===== config.mk =====
export PLATFORM = sky130hd
export DESIGN_NAME = four_phase_clock_generator
export DESIGN_NICKNAME = d
export VERILOG_FILES = /design/src/phase_clock_pkg.sv /design/src/base_tick_divider.sv /design/src/four_phase_clock_generator.sv
export SDC_FILE = /design/constraint.sdc
export NUM_CORES = 1
export LEC_CHECK = 0
export BUFFER_PORTS_ARGS = -buffer_cell sky130_fd_sc_hd__clkbuf_2
export CAP_MARGIN = 20
export CORE_MARGIN = 5
export CORE_UTILIZATION = 57
export DETAILED_ROUTE_END_ITERATION = 10
export PLACE_DENSITY = 0.88
export SLEW_MARGIN = 40
export SYNTH_ARGS = -nofsm -noshare
export SYNTH_HDL_FRONTEND = slang
export SYNTH_HIERARCHICAL = 1
export SYNTH_SLANG_ARGS = --single-unit

===== constraint.sdc =====
create_clock -name clk_sys -period 2.6 [get_ports clk_sys]
set_clock_uncertainty 0.15 [all_clocks]
set_input_delay 0.13 -clock clk_sys [delete_from_list [all_inputs] [get_ports clk_sys]]
set_output_delay 0.13 -clock clk_sys [all_outputs]
set_load 0.05 [all_outputs]

===== src/phase_clock_pkg.sv =====
// Constants shared by the four-phase clock generator and its divider
package phase_clock_pkg;

   // System clock
   localparam int unsigned CLK_SYS_HZ = 50_000_000;
   localparam int unsigned CLK_PERIOD_NS = 20;

   // Base oscillator rate, 10 MHz, one base period per phase
   localparam int unsigned BASE_OSC_HZ = 10_000_000;
   localparam int unsigned BASE_PERIOD_NS = 100;

   // Blanking after each base clock edge
   localparam int unsigned GUARD_NS = 10;

   // Whole processor cycle, four phases
   localparam int unsigned PHASE_CYCLE_NS = 400;
   localparam int unsigned PHASE_COUNT = 4;

   // Cycle counts derived from the times above
   localparam int unsigned BASE_CYCLES = CLK_SYS_HZ / BASE_OSC_HZ;
   localparam int unsigned GUARD_CYCLES_RAW = (GUARD_NS + CLK_PERIOD_NS - 1) / CLK_PERIOD_NS;
   localparam int unsigned GUARD_CYCLES = (GUARD_CYCLES_RAW < 1) ? 1 : GUARD_CYCLES_RAW;
   localparam int unsigned CYCLE_CLKS = PHASE_CYCLE_NS / CLK_PERIOD_NS;

   // Widths
   localparam int unsigned DIV_W = 3;
   localparam int unsigned GUARD_W = 2;
   localparam int unsigned STAGE_W = 2;

   // Values after reset, terminal counts and the guard load value
   localparam logic [STAGE_W-1:0] STAGE_RESET = 2'h3;
   localparam logic [STAGE_W-1:0] STAGE_LAST = 2'h3;
   localparam logic [PHASE_COUNT-1:0] PHASE_NONE = 4'h0;
   localparam logic [PHASE_COUNT-1:0] PHASE_ALL = 4'hf;
   localparam logic [GUARD_W-1:0] GUARD_LOAD = GUARD_W'(GUARD_CYCLES);
   localparam logic [DIV_W-1:0] DIV_LAST = DIV_W'(BASE_CYCLES - 1);

   // Gate state for maintenance control of the base clock
   typedef enum logic [1:0] {
      GATE_HALT,
      GATE_RUN,
      GATE_STEP
   } gate_state_t;

endpackage


===== src/base_tick_divider.sv =====
// Divider that turns the system clock into the base oscillator enable
`timescale 1ns/1ns

module base_tick_divider
   import phase_clock_pkg::*;
#(
   parameter logic [DIV_W-1:0] LAST = DIV_LAST
) (
   input wire logic clk_sys,
   input wire logic rst_n,
   output logic tick
);

   logic [DIV_W-1:0] count_q;
   logic [DIV_W-1:0] count_d;
   logic tick_q;
   logic tick_d;

   // Free-running count; the pulse marks the leading edge of each base period
   always_comb begin
      if (count_q == LAST) begin
         count_d = '0;
         tick_d = 1'b1;
      end else begin
         count_d = count_q + DIV_W'(1);
         tick_d = 1'b0;
      end
   end

   always_ff @(posedge clk_sys or negedge rst_n) begin
      if (!rst_n) begin
         count_q <= '0;
         tick_q <= 1'b0;
      end else begin
         count_q <= count_d;
         tick_q <= tick_d;
      end
   end

   assign tick = tick_q;

endmodule


===== src/four_phase_clock_generator.sv =====
// Four-phase nonoverlapping clock generator with maintenance clock gating
`timescale 1ns/1ns

//
// Contract
// - Two-stage counter fed by the base clock, decoded to four phases.
// - Each phase is a positive pulse of about one base period.
// - Decoder outputs are blanked after each base clock edge, avoiding overlap.
// - A full four-phase sequence takes about four hundred nanoseconds.
// - Active-high and active-low logic copies carry the same phase timing.
// - One MOS phase set drives every chip of the processor chip set.
// - Base clock passes through maintenance gating before the counter.
module four_phase_clock_generator
   import phase_clock_pkg::*;
(
   input wire logic clk_sys,
   input wire logic resetn,
   input wire logic clock_run,
   input wire logic step_req,
   output logic [PHASE_COUNT-1:0] mos_phase_pulses,
   output logic [PHASE_COUNT-1:0] logic_phase_active_high,
   output logic [PHASE_COUNT-1:0] logic_phase_active_low,
   output logic cycle_start,
   output logic clock_running
);

   // Reset release synchroniser
   logic rst_meta_q;
   logic rst_sync_q;

   // Base oscillator enable
   logic base_osc_clock;

   // Maintenance gate
   gate_state_t gate_q;
   gate_state_t gate_d;
   logic gated_tick;

   // Step bookkeeping: marks that a step has left its starting state
   logic step_began_q;
   logic step_began_d;

   // Two-stage counter and blanking
   logic [STAGE_W-1:0] stage_q;
   logic [STAGE_W-1:0] stage_d;
   logic [GUARD_W-1:0] guard_q;
   logic [GUARD_W-1:0] guard_d;

   // Output registers
   logic [PHASE_COUNT-1:0] phase_q;
   logic [PHASE_COUNT-1:0] phase_d;
   logic [PHASE_COUNT-1:0] phase_n_q;
   logic [PHASE_COUNT-1:0] phase_n_d;
   logic cycle_start_q;
   logic cycle_start_d;
   logic running_q;
   logic running_d;

   // Reset asserts at once and releases two clocks later, so no flop leaves
   // reset on a metastable edge
   always_ff @(posedge clk_sys or negedge resetn) begin
      if (!resetn) begin
         rst_meta_q <= 1'b0;
         rst_sync_q <= 1'b0;
      end else begin
         rst_meta_q <= 1'b1;
         rst_sync_q <= rst_meta_q;
      end
   end

   // Stands in for the 10 MHz oscillator: one enable every base period.
   // It shares the synchronised reset, so its ticks start in step with
   // the gate and the counter.
   base_tick_divider #(
      .LAST(DIV_LAST)
   ) u_base_div (
      .clk_sys(clk_sys),
      .rst_n(rst_sync_q),
      .tick(base_osc_clock)
   );

   // Maintenance gate: run freely, halt, or deliver one full phase cycle.
   // Stopping only after the fourth phase keeps the chip set from seeing
   // a truncated processor cycle.
   always_comb begin
      gate_d = gate_q;
      unique case (gate_q)
         GATE_HALT: begin
            // Run wins over step when both are asked for
            if (clock_run) begin
               gate_d = GATE_RUN;
            end else if (step_req) begin
               gate_d = GATE_STEP;
            end
         end
         GATE_RUN: begin
            // Run ends only where a full cycle is done; that tick is swallowed
            if (!clock_run && base_osc_clock && stage_q == STAGE_LAST) begin
               gate_d = GATE_HALT;
            end
         end
         GATE_STEP: begin
            // The opening tick also leaves the last state, so wait for the flag
            if (clock_run) begin
               gate_d = GATE_RUN;
            end else if (base_osc_clock && stage_q == STAGE_LAST && step_began_q) begin
               gate_d = GATE_HALT;
            end
         end
         default: begin
            gate_d = GATE_HALT;
         end
      endcase
   end

   // Base clock reaches the counter only while the gate lets it through.
   // The tick that halts the gate is held back as well, so the fourth phase
   // stays up rather than a lone first phase starting behind the halt.
   assign gated_tick = base_osc_clock && (gate_q != GATE_HALT)
      && (gate_d != GATE_HALT);

   // Gate wakes halted; nothing reaches the counter until maintenance
   // logic asks for a run or a step
   always_ff @(posedge clk_sys or negedge rst_sync_q) begin
      if (!rst_sync_q) begin
         gate_q <= GATE_HALT;
      end else begin
         gate_q <= gate_d;
      end
   end

   // A step starts and ends with the counter in its last state; this flag
   // tells the closing tick from the opening one, so a step is never empty
   always_comb begin
      step_began_d = 1'b0;
      if (gate_q == GATE_STEP) begin
         step_began_d = step_began_q || base_osc_clock;
      end
   end

   always_ff @(posedge clk_sys or negedge rst_sync_q) begin
      if (!rst_sync_q) begin
         step_began_q <= 1'b0;
      end else begin
         step_began_q <= step_began_d;
      end
   end

   // Two-stage counter advances once per gated base period; blanking is
   // reloaded on the same edge and counts down to zero
   always_comb begin
      stage_d = stage_q;
      guard_d = guard_q;
      if (gated_tick) begin
         stage_d = stage_q + STAGE_W'(1);
         guard_d = GUARD_LOAD;
      end else if (guard_q != '0) begin
         guard_d = guard_q - GUARD_W'(1);
      end
   end

   // Counter wakes in its last state so the first gated tick gives phase one
   always_ff @(posedge clk_sys or negedge rst_sync_q) begin
      if (!rst_sync_q) begin
         stage_q <= STAGE_RESET;
         guard_q <= '0;
      end else begin
         stage_q <= stage_d;
         guard_q <= guard_d;
      end
   end

   // Four-state decoder, blanked while the guard runs. With a stopped gate
   // the last phase simply holds, as a stopped clock would leave it.
   // Period is four base ticks, about 400 ns of the processor cycle.
   always_comb begin
      phase_d = PHASE_NONE;
      cycle_start_d = 1'b0;
      if (gated_tick) begin
         phase_d = PHASE_NONE;
      end else if (guard_q > GUARD_W'(1)) begin
         // Idle while the guard is one clock wide; kept for longer guards
         phase_d = PHASE_NONE;
      end else if (stage_q == STAGE_RESET && phase_q == PHASE_NONE
                   && guard_q == '0) begin
         phase_d = PHASE_NONE; // Nothing issued since reset
      end else begin
         phase_d = PHASE_NONE;
         phase_d[stage_q] = 1'b1;
         cycle_start_d = (guard_q == GUARD_W'(1)) && (stage_q == '0);
      end
      phase_n_d = ~phase_d;
      running_d = (gate_d != GATE_HALT);
   end

   // Every output comes from one of these flops; the MOS set and the
   // active-high copy share a register so their edges cannot skew
   always_ff @(posedge clk_sys or negedge rst_sync_q) begin
      if (!rst_sync_q) begin
         phase_q <= PHASE_NONE;
         phase_n_q <= PHASE_ALL;
         cycle_start_q <= 1'b0;
         running_q <= 1'b0;
      end else begin
         phase_q <= phase_d;
         phase_n_q <= phase_n_d;
         cycle_start_q <= cycle_start_d;
         running_q <= running_d;
      end
   end

   // One phase set fans out to all processor chips
   assign mos_phase_pulses = phase_q;
   assign logic_phase_active_high = phase_q;
   assign logic_phase_active_low = phase_n_q;

   // Status outputs let maintenance logic see each cycle start and where the gate stands
   assign cycle_start = cycle_start_q;
   assign clock_running = running_q;

endmodule


-- Yosys cells after proc, flatten, opt, wreduce, memory -nomap -nowiden
Cells that the tools add are included.
- bits in registers: 23
- bits of input ports: 4
- output and inout port bits: 14
- logic and storage cells: 63
- add/sub/neg operators: 3
- magnitude comparators: 3
- equal/unequal tests: 5
- mux-type cells: 19
- bitwise logic cells: 1
- reduce and logical (&&, ||, !) cells: 20
- operators by type and width (operator ; number):
    2-to-1 mux 2 bit ; 7
    2-to-1 mux 4 bit ; 3
    logical AND 1 bit ; 10
    nonzero test 2 bit ; 4
    logical NOT 2 bit ; 3
    2-to-1 mux 1 bit ; 6
    case mux 2 bit (3 select lines) ; 1
    == test 2 x 1 -> 1 bit, second input constant ; 2
    == test 2 bit, second input constant ; 2
    logical NOT 4 bit ; 1
    NOT 4 bit ; 1
    adder 3 x 1 -> 3 bit, second input constant ; 1
    == test 3 bit, second input constant ; 1
    less-than comparator 2 x 3 -> 1 bit, second input constant ; 1
    2-to-1 mux 3 bit ; 1
    adder 2 x 1 -> 2 bit, second input constant ; 1
    demux 1 bit (select 2 bit) ; 1
    >= comparator 2 x 1 -> 1 bit, second input constant ; 1
    greater-than comparator 2 x 1 -> 1 bit, second input constant ; 1
    subtractor 2 x 1 -> 2 bit, second input constant ; 1
    logical NOT 1 bit ; 1
    logical OR 1 bit ; 1

-- Logic depth before layout (Yosys ltp)
Gate-level depths: netlist of run 1.
- depth in word-level cells: 10
- gate-level depth with buffers: 5
- gate-level depth less buffers: 5

-- Cells and area by module
Netlist of run 1, hierarchy kept.
- modules (own cells, without submodules) (module ; instances ; cells an instance ; area each (µm²) ; seq. area each (µm²)):
    four_phase_clock_generator ; 1 ; 70 ; 845.8 ; 483.0
    base_tick_divider ; 1 ; 12 ; 163.9 ; 100.1

-- Worst setup path before layout of run 1
No wires, ideal clock.
- path kind: register -> register
- start: register stage_q[1]
- end: register phase_n_q[3], in the netlist logic_phase_active_low[3]
- setup time: 0.094 ns
- arrival: 1.595 ns
- data required time: 2.356 ns
- path slack: 0.761 ns
- stages on the path, launching flop included: 6
- path buffers: 0
- period minus slack after synthesis: 1.839 ns
- cells stage by stage: dfstp_2 ha_1 a21boi_1 o21ai_4 a21oi_2 or4b_1
- word-level cells in the longest chain between the ends: 10
- elaborated cells between the ends (all ways): 21
- classes of those cells: order compare: 2; eq/ne: 1; mux: 9; bitwise: 1; reduce/logical: 8
- RTL lines (element ; RTL line ; text):
    start: declaration ; four_phase_clock_generator.sv:44 ; logic [STAGE_W-1:0] stage_q;
    start signal: assignment ; four_phase_clock_generator.sv:168 ; stage_q <= stage_d;
    == test 2 bit ; four_phase_clock_generator.sv:98, four_phase_clock_generator.sv:106, four_phase_clock_generator.sv:184 ;
    logical AND 1 bit (2 in series) ; four_phase_clock_generator.sv:106 ; end else if (base_osc_clock && stage_q == STAGE_LAST && step_began_q) begin
    2-to-1 mux 2 bit ; four_phase_clock_generator.sv:106 ;
    2-to-1 mux 2 bit ; four_phase_clock_generator.sv:104 ; if (clock_run) begin
    case mux 2 bit (3 select lines) ; four_phase_clock_generator.sv:87 ; unique case (gate_q)
    nonzero test 2 bit ; four_phase_clock_generator.sv:120 ; && (gate_d != GATE_HALT);
    logical AND 1 bit ; four_phase_clock_generator.sv:120 ;
    2-to-1 mux 4 bit (*) ; four_phase_clock_generator.sv:179 ; if (gated_tick) begin
    NOT 4 bit (*) ; four_phase_clock_generator.sv:192 ; phase_n_d = ~phase_d;
    net phase_n_d[3] ; four_phase_clock_generator.sv:53 ; logic [PHASE_COUNT-1:0] phase_n_d;
    end signal: assignment ; four_phase_clock_generator.sv:206 ; phase_n_q <= phase_n_d;
    end: declaration ; four_phase_clock_generator.sv:52 ; logic [PHASE_COUNT-1:0] phase_n_q;
Mark *: on every way through the listed nets, which the timed path passes. The rest lies on a longest branch.
A chain may end at the register's enable or synchronous reset.

-- Final worst setup path of run 1
Ends and elaborated chain as after synthesis.

==> reports/qor.txt, run 1 <==
status - completed
main combinational cell family by area after synthesis - simple AND/OR/NAND/NOR gates
vias per cell - 4.95
Clock Tree Root - clkbuf_4
total negative slack - 0 ns
Global Route Usage Sum - 14.7%
critical path launch point type - flop
max_cap viols - 0
wire length per cell - 13.0 um
fmax - 0.498 GHz
critical path peak fanout - 6
DRT iter0 DRCs - 3
Slew headroom - 66.9%
most frequent cells in the layout - 17 x clkbuf_2, 16 x dfrtp_1, 9 x ha_1, 8 x inv_1, 6 x dfstp_2
Avg Cell Area, Syn - 12.3 um2
Nets - 117
worst-skew pair later-pin latency - 0.31 ns
Final Cycle Share - 77.3%
H-tree depth - 1
post-synthesis adder-cell area fraction - 11.2%
commonest non-fill, non-tap cell in the layout - clkbuf_2
Final ANT Viol Nets - 0
post-synthesis mux area share - 2.11%
Synth Flop Type - dfrtp_1
RePlAce Congestion - 0.816
Netlist Area Pre-Place - 1010 um2
vias in the first global route - 650
post-CTS setup buffers - 0
fraction of the mapped netlist area in simple logic gates - 13.9%
net count after synthesis - 95
DR pass1 iterations - 4
Via Count - 633
register area share after synthesis - 57.7%
Num CTS Buffers - 3
DIE HEIGHT - 52.1 um
final slew viol count - 0
Power per Cell Area - 1150 nW/um2
initial antenna violation count - 0
Final Hold Viols - 0
# clock sinks - 23
CTS tree - yes
Clk pin slew, worst setup/hold paths - 0.12 ns
complex-gate fraction of the synthesized area - 7.06%
Initial Util - 59.1%
Register Area - 584 um2
Crit path required time - 2.69 ns
final WL - 1.66 mm
row count - 15
Crit Path Category - reg -> reg
largest net degree at the start of global routing - 22
XOR/XNOR Fraction of Synth Area - 1.73%
Port Buffer Count - 17
Synth async-reset ratio - 100%
Remaining DRCs - 0
layout cells sized above 1 - 34.0%
LEAKAGE - 0.590 nW
min-delay worst type - reg -> async
Total Power - 1.34 mW
WP data arrival - 2.10 ns
placed wire-length estimate - 1.32 mm
area occupied by multi-input gates - 367 um2
Syn Inst Count - 82
element type at the critical path end - flop
Die W - 52.1 um
yosys warns - 6
crit path time final - 2.01 ns
setup violators final - 0
Std-Cell Core Area - 1710 um2
Slew @ Worst Pin - 0.491 ns
RSZ-0062 raised after global routing - no
Synth cell types - 30
Die ar. - 2710 um2
I/O pins - 18
#FFs+latches synth - 23
Overflow after GRT - 0
fillers - 131
number of synthesized flops with an enable pin - 0
first-pass GRT wire length - 2.77 mm
layout overhead on the synthesized area - 15.4%
CTS Buffer Depth - 2
Max IR drop VDD - 0.000639 V
diode count - 0
kinds of logic after synthesis:
family | Yosys count
buffers and inverters | 12
other | 1
adder cells (fa/ha/maj) | 9
XOR/XNOR | 2
multiplexers | 2
flip-flops | 23
AO/OA/AOI/OAI | 8
AND/OR/NAND/NOR | 25
cell type report:
| cell class | count | share of cell area (%) |
|---|---|---|
| clock buffers | 3 | 1.93 |
| repair buffers | 21 | 10.7 |
| well taps | 25 | 2.69 |
| inverters | 8 | 2.58 |
| flip-flops and latches | 23 | 50.2 |
| clock inverters | 1 | 0.430 |
| multi-input cells | 47 | 31.5 |
power by group:
group	internal (mW)	switching [mW]
combinational	0.173	0.467
clock	0.0576	0.101
sequential	0.477	0.0615
total	0.707	0.629
cell usage after synthesis, types with 3 or more instances:
| library cell | count | area [um2] |
|---|---|---|
| inv_1 | 8 | 30.0 |
| and3_1 | 3 | 18.8 |
| nand3_1 | 3 | 15.0 |
| nand2b_1 | 3 | 18.8 |
| nor2_1 | 5 | 18.8 |
| buf_4 | 4 | 30.0 |
| ha_1 | 9 | 113 |
| nand2_1 | 4 | 15.0 |
| dfrtp_1 | 17 | 425 |
| dfstp_2 | 6 | 158 |
path summary, 6_finish.rpt:
| check | from | endpoint | slack [ns] | cells past startpoint |
|---|---|---|---|---|
| worst max-delay path | stage_q[1] | logic_phase_active_low[3] | 0.59 | 5 |
| worst min-delay path | rst_sync_q | u_base_div/count_q[1] | 0.05 | 0 |
| worst max register to register | stage_q[1] | logic_phase_active_low[3] | 0.59 | 5 |
| worst min register to register | rst_sync_q | u_base_div/count_q[1] | 0.05 | 0 |
| max in group asynchronous | resetn | rst_sync_q | 1.67 | 3 |
| min in group clk_sys | rst_meta_q | rst_sync_q | 0.22 | 0 |
state kept, by name (all words and copies together), names as in the netlist:
register,count
logic_phase_active_high,4
logic_phase_active_low,4
u_base_div/count_q,3
gate_q,2
guard_q,2
stage_q,2
clock_running,1
cycle_start,1
rst_meta_q,1
rst_sync_q,1
step_began_q,1
u_base_div/tick,1
stage by stage:
step	utilization, %	instance area [um2]	hold slack (ns)	setup slack (ns)	std cells
finish	68.2	1160	0.0543	0.590	128
global route	68.2	1160	0.112	0.511	128
CTS	68.1	1160	0.204	0.622	128
floorplan	-	1010	-0.316	0.761	82
global placement	64.2	1100	-0.233	0.701	120
detailed placement	64.2	1100	-0.232	0.648	120
worst max-delay path, stage by stage (launching register included):
cell	delay [ns]
dfstp_2	0.58
ha_1	0.23
a21boi_1	0.13
o21ai_4	0.18
a21oi_2	0.13
or4b_1	0.54
repair_timing:
action,4_1_cts,5_1_grt
hold buffers,4,0
endpoints found under the hold margin,5,0
gates resized for setup,0,0
endpoints found under the setup margin,0,0
layer usage:
layer	wire length [um]	global-route usage, %	up-vias
li1	-	-	308
met1	635	14.4	305
met2	896	27.0	15
met3	85	3.44	5
met4	44	9.17	0
met5	0	0	-
Note: power is estimated with default switching activity, not from simulation.
==> run 2: changes to the inputs <==
Settings changed: CORE_UTILIZATION 57 to 53, PLACE_DENSITY 0.88 to 0.83.
Clock period 2.6 ns to 1.99 ns, I/O delays scaled along.
==> run 2 against run 1 <==
Against the previous run:
- non-clock buffer count increased by 5
- sequential share of layout area decreased by 2.1 points
- cell count increased by 3.9%
- combinational power increased by 38%
- utilization increased by 0.66 points
- hold slack improved by 0.0090 ns
- highest routed layer unchanged
==> reports/qor.txt, run 2 (synthesis gave the netlist of run 1 again) <==
initial antenna violation count - 0 (unchanged)
CTS Buffer Depth - 2 (unchanged)
commonest non-fill, non-tap cell in the layout - clkbuf_2
NetSw - 833 uW (+32%)
Final Hold Viols - 0 (unchanged)
Post-Route Utilization - 68.9% (+0.66 points)
switch share - 46.6% (-0.47 points)
Die ar. - 2880 um2 (+6.1%)
Initial Util - 57.2% (-1.9 points)
worst r2r path cells - 5 (unchanged)
P_int - 954 uW (+35%)
final WL - 1.77 mm (+6.7%)
DIE HEIGHT - 53.6 um (+3.0%)
row count - 15 (unchanged)
setup violators final - 0 (unchanged)
reg2reg end - clock_running
critical path peak fanout - 5 (-1)
first-pass GRT wire length - 2.81 mm (+1.5%)
vias per cell - 5.05 (+2.0%)
fillers - 144 (+9.9%)
final slew viol count - 0 (unchanged)
Clk pwr share - 11.5% (-0.4 points)
element type at the critical path end - flop
Final ANT Viol Nets - 0 (unchanged)
H-tree depth - 1 (unchanged)
Via Count - 671 (+6.0%)
area occupied by multi-input gates - 377 um2 (+2.7%)
Slew headroom - 63.0% (-4.0 points)
Final Cycle Share - 98.1% (+21 points)
fmax - 0.512 GHz (+2.9%)
largest net degree at the start of global routing - 22 (unchanged)
Die W - 53.6 um (+3.0%)
# clock sinks - 23 (unchanged)
vias in the first global route - 668 (+2.8%)
placed cells - 120 (unchanged)
Num CTS Buffers - 3 (unchanged)
Overflow after GRT - 0 (unchanged)
Final Instance Count excl. Fillers - 133 (+3.9%)
Remaining DRCs - 0 (unchanged)
max_cap viols - 0 (unchanged)
layout cells sized above 1 - 37.0% (+3.1 points)
Logic pwr share - 49.3% (+1.5 points)
Crit Path Category - reg -> reg
Std-Cell Core Area - 1760 um2 (+3.3%)
DR pass1 iterations - 4 (unchanged)
Global Route Usage Sum - 14.2% (-0.50 points)
I/O pins - 18 (unchanged)
crit path time final - 1.95 ns (-0.0571 ns)
Slew @ Worst Pin - 0.551 ns (+0.0593 ns)
RePlAce Congestion - 0.839 (+2.8%)
critical path launch point type - flop
status - completed
Crit path required time - 2.04 ns (-0.65 ns)
WP data arrival - 2.01 ns (-0.09 ns)
register share of total power - 39.2% (-1.1 points)
diode count - 0 (unchanged)
Port Buffer Count - 17 (unchanged)
DRT iter0 DRCs - 4 (+1)
Clock Tree Root - clkbuf_4
Max IR drop VDD - 0.000763 V (+19%)
min-delay worst type - reg -> async
placed wire-length estimate - 1.32 mm (-0.23%)
Register Area - 584 um2 (unchanged)
wire length per cell - 13.3 um (+2.7%)
LEAKAGE - 0.612 nW (+3.7%)
most frequent cells in the layout - 17 x clkbuf_2, 16 x dfrtp_1, 8 x inv_1, 8 x ha_1, 6 x dfstp_2
CTS tree - yes
worst-skew pair later-pin latency - 0.31 ns (about the same)
Clk pin slew, worst setup/hold paths - 0.12 ns (about the same)
Nets - 122 (+4.3%)
R2R Path Start - stage_q[0]
layout overhead on the synthesized area - 20.3%
Power per Cell Area - 1470 nW/um2 (+28%)
Reg2Reg Setup Slack - 0.04 ns (-0.55 ns)
==> run 2: what timing repair did <==
| item | 4_1_cts | 5_1_grt |
|---|---|---|
| hold buffers | 5 | 0 |
| resized for setup | 0 | 2 |
| setup endpoints to repair | 0 | 2 |
| buffers inserted | 0 | 4 |
| endpoints found under the hold margin | 5 | 0 |
==> run 2: worst max path at each step <==
| stage | from | end | slack, ns | depth (start not counted) |
|---|---|---|---|---|
| 2_1_floorplan | stage_q[1] | logic_phase_active_low[3] | 0.15 | 5 |
| 3_3_place_gp | stage_q[1] | logic_phase_active_low[3] | 0.09 | 5 |
| 3_5_place_dp | stage_q[1] | logic_phase_active_low[3] | 0.05 | 5 |
| 4_1_cts | stage_q[1] | logic_phase_active_low[3] | 0.02 | 5 |
| 5_1_grt | stage_q[0] | logic_phase_active_low[3] | -0.02 | 5 |
| 6_report | stage_q[0] | clock_running | 0.04 | 5 |
==> run 2: layout make-up <==
cell class                 count  area share [%]
clock buffer                   3            1.85
clock inverter                 1           0.412
tap                           25            2.57
sequential                    23            48.1
inverter                       8            2.47
multi-input combinational     47            31.0
timing repair buffer          26            13.6
==> run 2: power by group through the flow <==
stage                     clock network [mW]  registers (mW)  logic [mW]
after floorplan                            0           0.951       0.438
after global placement                     0           0.706       0.804
after detailed placement                   0           0.717       0.825
after global routing                   0.239           0.722       0.940
final                                  0.205           0.701       0.880
after CTS                              0.216           0.707       0.838
==> run 2: worst max-delay path: stages (launching register included) <==
cell	delay [ns]
dfstp_2	0.57
ha_2	0.22
a21boi_1	0.10
o21ai_4	0.19
nand2_1	0.06
dlygate4sd3_1	0.56
==> run 2: routing by layer <==
layer  global-route usage, %  up-vias  wire (um)
li1                        -      317          -
met1                    14.6      324        658
met2                    24.9       22        958
met3                    3.32        8        104
met4                    10.2        0         51
met5                       0        -          0
==> run 2: through the flow <==
step	cell area [um2]	hold slack [ns]	TNS [ns]	power [mW]	setup slack (ns)
6_report	1210	0.0633	0	1.79	0.0373
3_3_place_gp	1100	-0.265	0	1.51	0.0909
3_5_place_dp	1100	-0.263	0	1.54	0.0518
2_1_floorplan	1010	-0.346	0	1.39	0.151
5_1_grt	1210	0.108	-0.0325	1.90	-0.0185
4_1_cts	1170	0.214	0	1.76	0.0210
==> run 3: changes to the inputs <==
Settings changed: CORE_ASPECT_RATIO from default to 0.9.
==> run 3 against run 2 <==
Against the previous run:
- maximum frequency grew 1.3%
- critical endpoint is now logic_phase_active_low[3]
- cell count shrank 3.0%
- combinational power shrank 0.9%
- first-iteration DRC count grew 25%
- sequential cell count is the same
- sequential share of layout area grew 0.86 points
- global-route usage shrank 0.36 points
- total power grew 0.53%
- via count shrank 3.4%
- largest cell class unchanged
- final area shrank 1.8%
==> reports/qor.txt, run 3 (synthesis gave the netlist of run 1 again) <==
element type at the critical path end - flop
layout cells sized above 1 - 37.5% (+0.46 points)
Total Power - 1.80 mW (+0.53%)
Slew @ Worst Pin - 0.497 ns (-0.0533 ns)
worst-path cell chain - ha_4 > a21boi_1 > o21ai_4 > a21oi_4 > or4b_4
# clock sinks - 23 (unchanged)
Initial Util - 54.3% (-2.9 points)
LEAKAGE - 0.600 nW (-2.0%)
Max IR drop VDD - 0.000893 V (+17%)
Register Area - 584 um2 (unchanged)
H-tree depth - 1 (unchanged)
Nets - 118 (-3.3%)
commonest non-fill, non-tap cell in the layout - clkbuf_2
I/O pins - 18 (unchanged)
placed wire-length estimate - 1.34 mm (+1.7%)
met3 Use GR - 4.29% (+0.97 points)
M2 GR Usage - 26.8% (+2.0 points)
worst-skew pair later-pin latency - 0.30 ns (about the same)
status - completed
DRT iter0 DRCs - 5 (+1)
largest net degree at the start of global routing - 22 (unchanged)
vias in the first global route - 696 (+4.2%)
Final Hold Viols - 0 (unchanged)
Slew headroom - 66.5% (+3.6 points)
Via Count - 648 (-3.4%)
wire length per cell - 13.2 um (-1.0%)
grt met1 use - 13.7% (-0.93 points)
DR pass1 iterations - 4 (unchanged)
diode count - 0 (unchanged)
WP buf/inv - 0 (-1)
Num CTS Buffers - 3 (unchanged)
vias per cell - 5.02 (-0.43%)
Overflow after GRT - 0 (unchanged)
max_cap viols - 0 (unchanged)
setup violators final - 0 (unchanged)
Final Cycle Share - 96.9% (-1.3 points)
fillers - 150 (+4.2%)
Power per Cell Area - 1500 nW/um2 (+2.3%)
most frequent cells in the layout - 17 x clkbuf_2, 16 x dfrtp_1, 8 x inv_1, 8 x ha_1, 6 x dfstp_2
RSZ-0062 raised after global routing - no
WP data arrival - 2.01 ns (about the same)
CTS Buffer Depth - 2 (unchanged)
largest stage delay on the critical path - 0.60 ns (+0.03 ns)
first-pass GRT wire length - 3.03 mm (+7.9%)
Remaining DRCs - 0 (unchanged)
layout overhead on the synthesized area - 18.2%
total negative slack - 0 ns (unchanged)
Finished Cell Area - 1190 um2 (-1.8%)
Cell Area, Placed - 1100 um2 (unchanged)
row count - 15 (unchanged)
layer with the highest usage - met2
crit path time final - 1.93 ns (-0.0252 ns)
Port Buffer Count - 17 (unchanged)
Crit Path Category - reg -> reg
initial antenna violation count - 0 (unchanged)
fmax - 0.519 GHz (+1.3%)
Global Route Usage Sum - 13.8% (-0.36 points)
DIE HEIGHT - 51.4 um (-4.2%)
area occupied by multi-input gates - 390 um2 (+3.7%)
RePlAce Congestion - 0.792 (-5.6%)
Die ar. - 2880 um2 (about the same)
Die W - 56.0 um (+4.4%)
final WL - 1.70 mm (-4.0%)
Final ANT Viol Nets - 0 (unchanged)
critical path launch point type - flop
CTS tree - yes
min-delay worst type - in -> reg
critical path peak fanout - 6 (+1)
Std-Cell Core Area - 1860 um2 (+5.3%)
Crit path required time - 2.07 ns (+0.03 ns)
final slew viol count - 0 (unchanged)
smallest hold slack - 0.0307 ns (-0.0326 ns)
Clock Tree Root - clkbuf_4
Clk pin slew, worst setup/hold paths - 0.12 ns (about the same)
Critical-path top delay cell - dfstp_2
CP delay by family, top - flip-flops
[run 3: cell types whose count changed in the layout (fill, tap and decap cells not counted)]
cell	change
buf_4	-2
dlygate4sd3_1	-2
ha_2	-1
ha_4	+1
or4b_1	-1
or4b_4	+1
[run 3: path summary, 6_finish.rpt]
| check | from | end | slack [ns] | cells after the start |
|---|---|---|---|---|
| max | stage_q[0] | logic_phase_active_low[3] | 0.06 | 5 |
| min | clock_run | gate_q[1] | 0.03 | 4 |
| max reg2reg | stage_q[0] | logic_phase_active_low[3] | 0.06 | 5 |
| min reg2reg | rst_sync_q | u_base_div/count_q[0] | 0.07 | 0 |
| max in group asynchronous | resetn | rst_sync_q | 1.08 | 3 |
| min in group asynchronous | rst_sync_q | u_base_div/count_q[0] | 0.07 | 0 |
[run 3: stage by stage]
stage,std cells,setup slack [ns],utilization (%)
2_1_floorplan,82,0.151,-
3_3_place_gp,120,0.0923,59.0
3_5_place_dp,120,-0.0552,59.0
4_1_cts,128,0.0309,63.6
5_1_grt,129,0.0118,64.2
6_report,129,0.0625,64.2
[run 3: per-layer routing]
metal | up-vias | routed length [um]
li1 | 307 | -
met1 | 320 | 655
met2 | 17 | 898
met3 | 4 | 118
met4 | 0 | 29
met5 | - | 0
[run 3: timing repair]
item	in CTS	in global routing
hold buffers	3	0
pin swaps	1	0
hold endpoints to repair	4	0
gates resized for setup	3	1
setup endpoints to repair	1	1
setup buffers	1	1
cloned	0	0
[run 3: area by class of cell]
class / instances / area share (%)
Sequential cell: 23 / 49.0
Multi-Input combinational cell: 47 / 32.7
Timing Repair Buffer: 22 / 10.9
Tap cell: 25 / 2.62
Inverter: 8 / 2.52
Clock buffer: 3 / 1.89
Clock inverter: 1 / 0.419
[run 3: where the power goes]
group          internal [mW]  switching, mW  total, mW
logic                  0.260          0.612      0.872
registers              0.624         0.0936      0.717
clock network         0.0748          0.132      0.207
total                  0.958          0.838       1.80
[run 3: tightest hold or removal path, cell delays in order]
cell      delay, ns
clkbuf_2       0.12
nor2_1         0.06
o211ai_2       0.12
inv_1          0.06
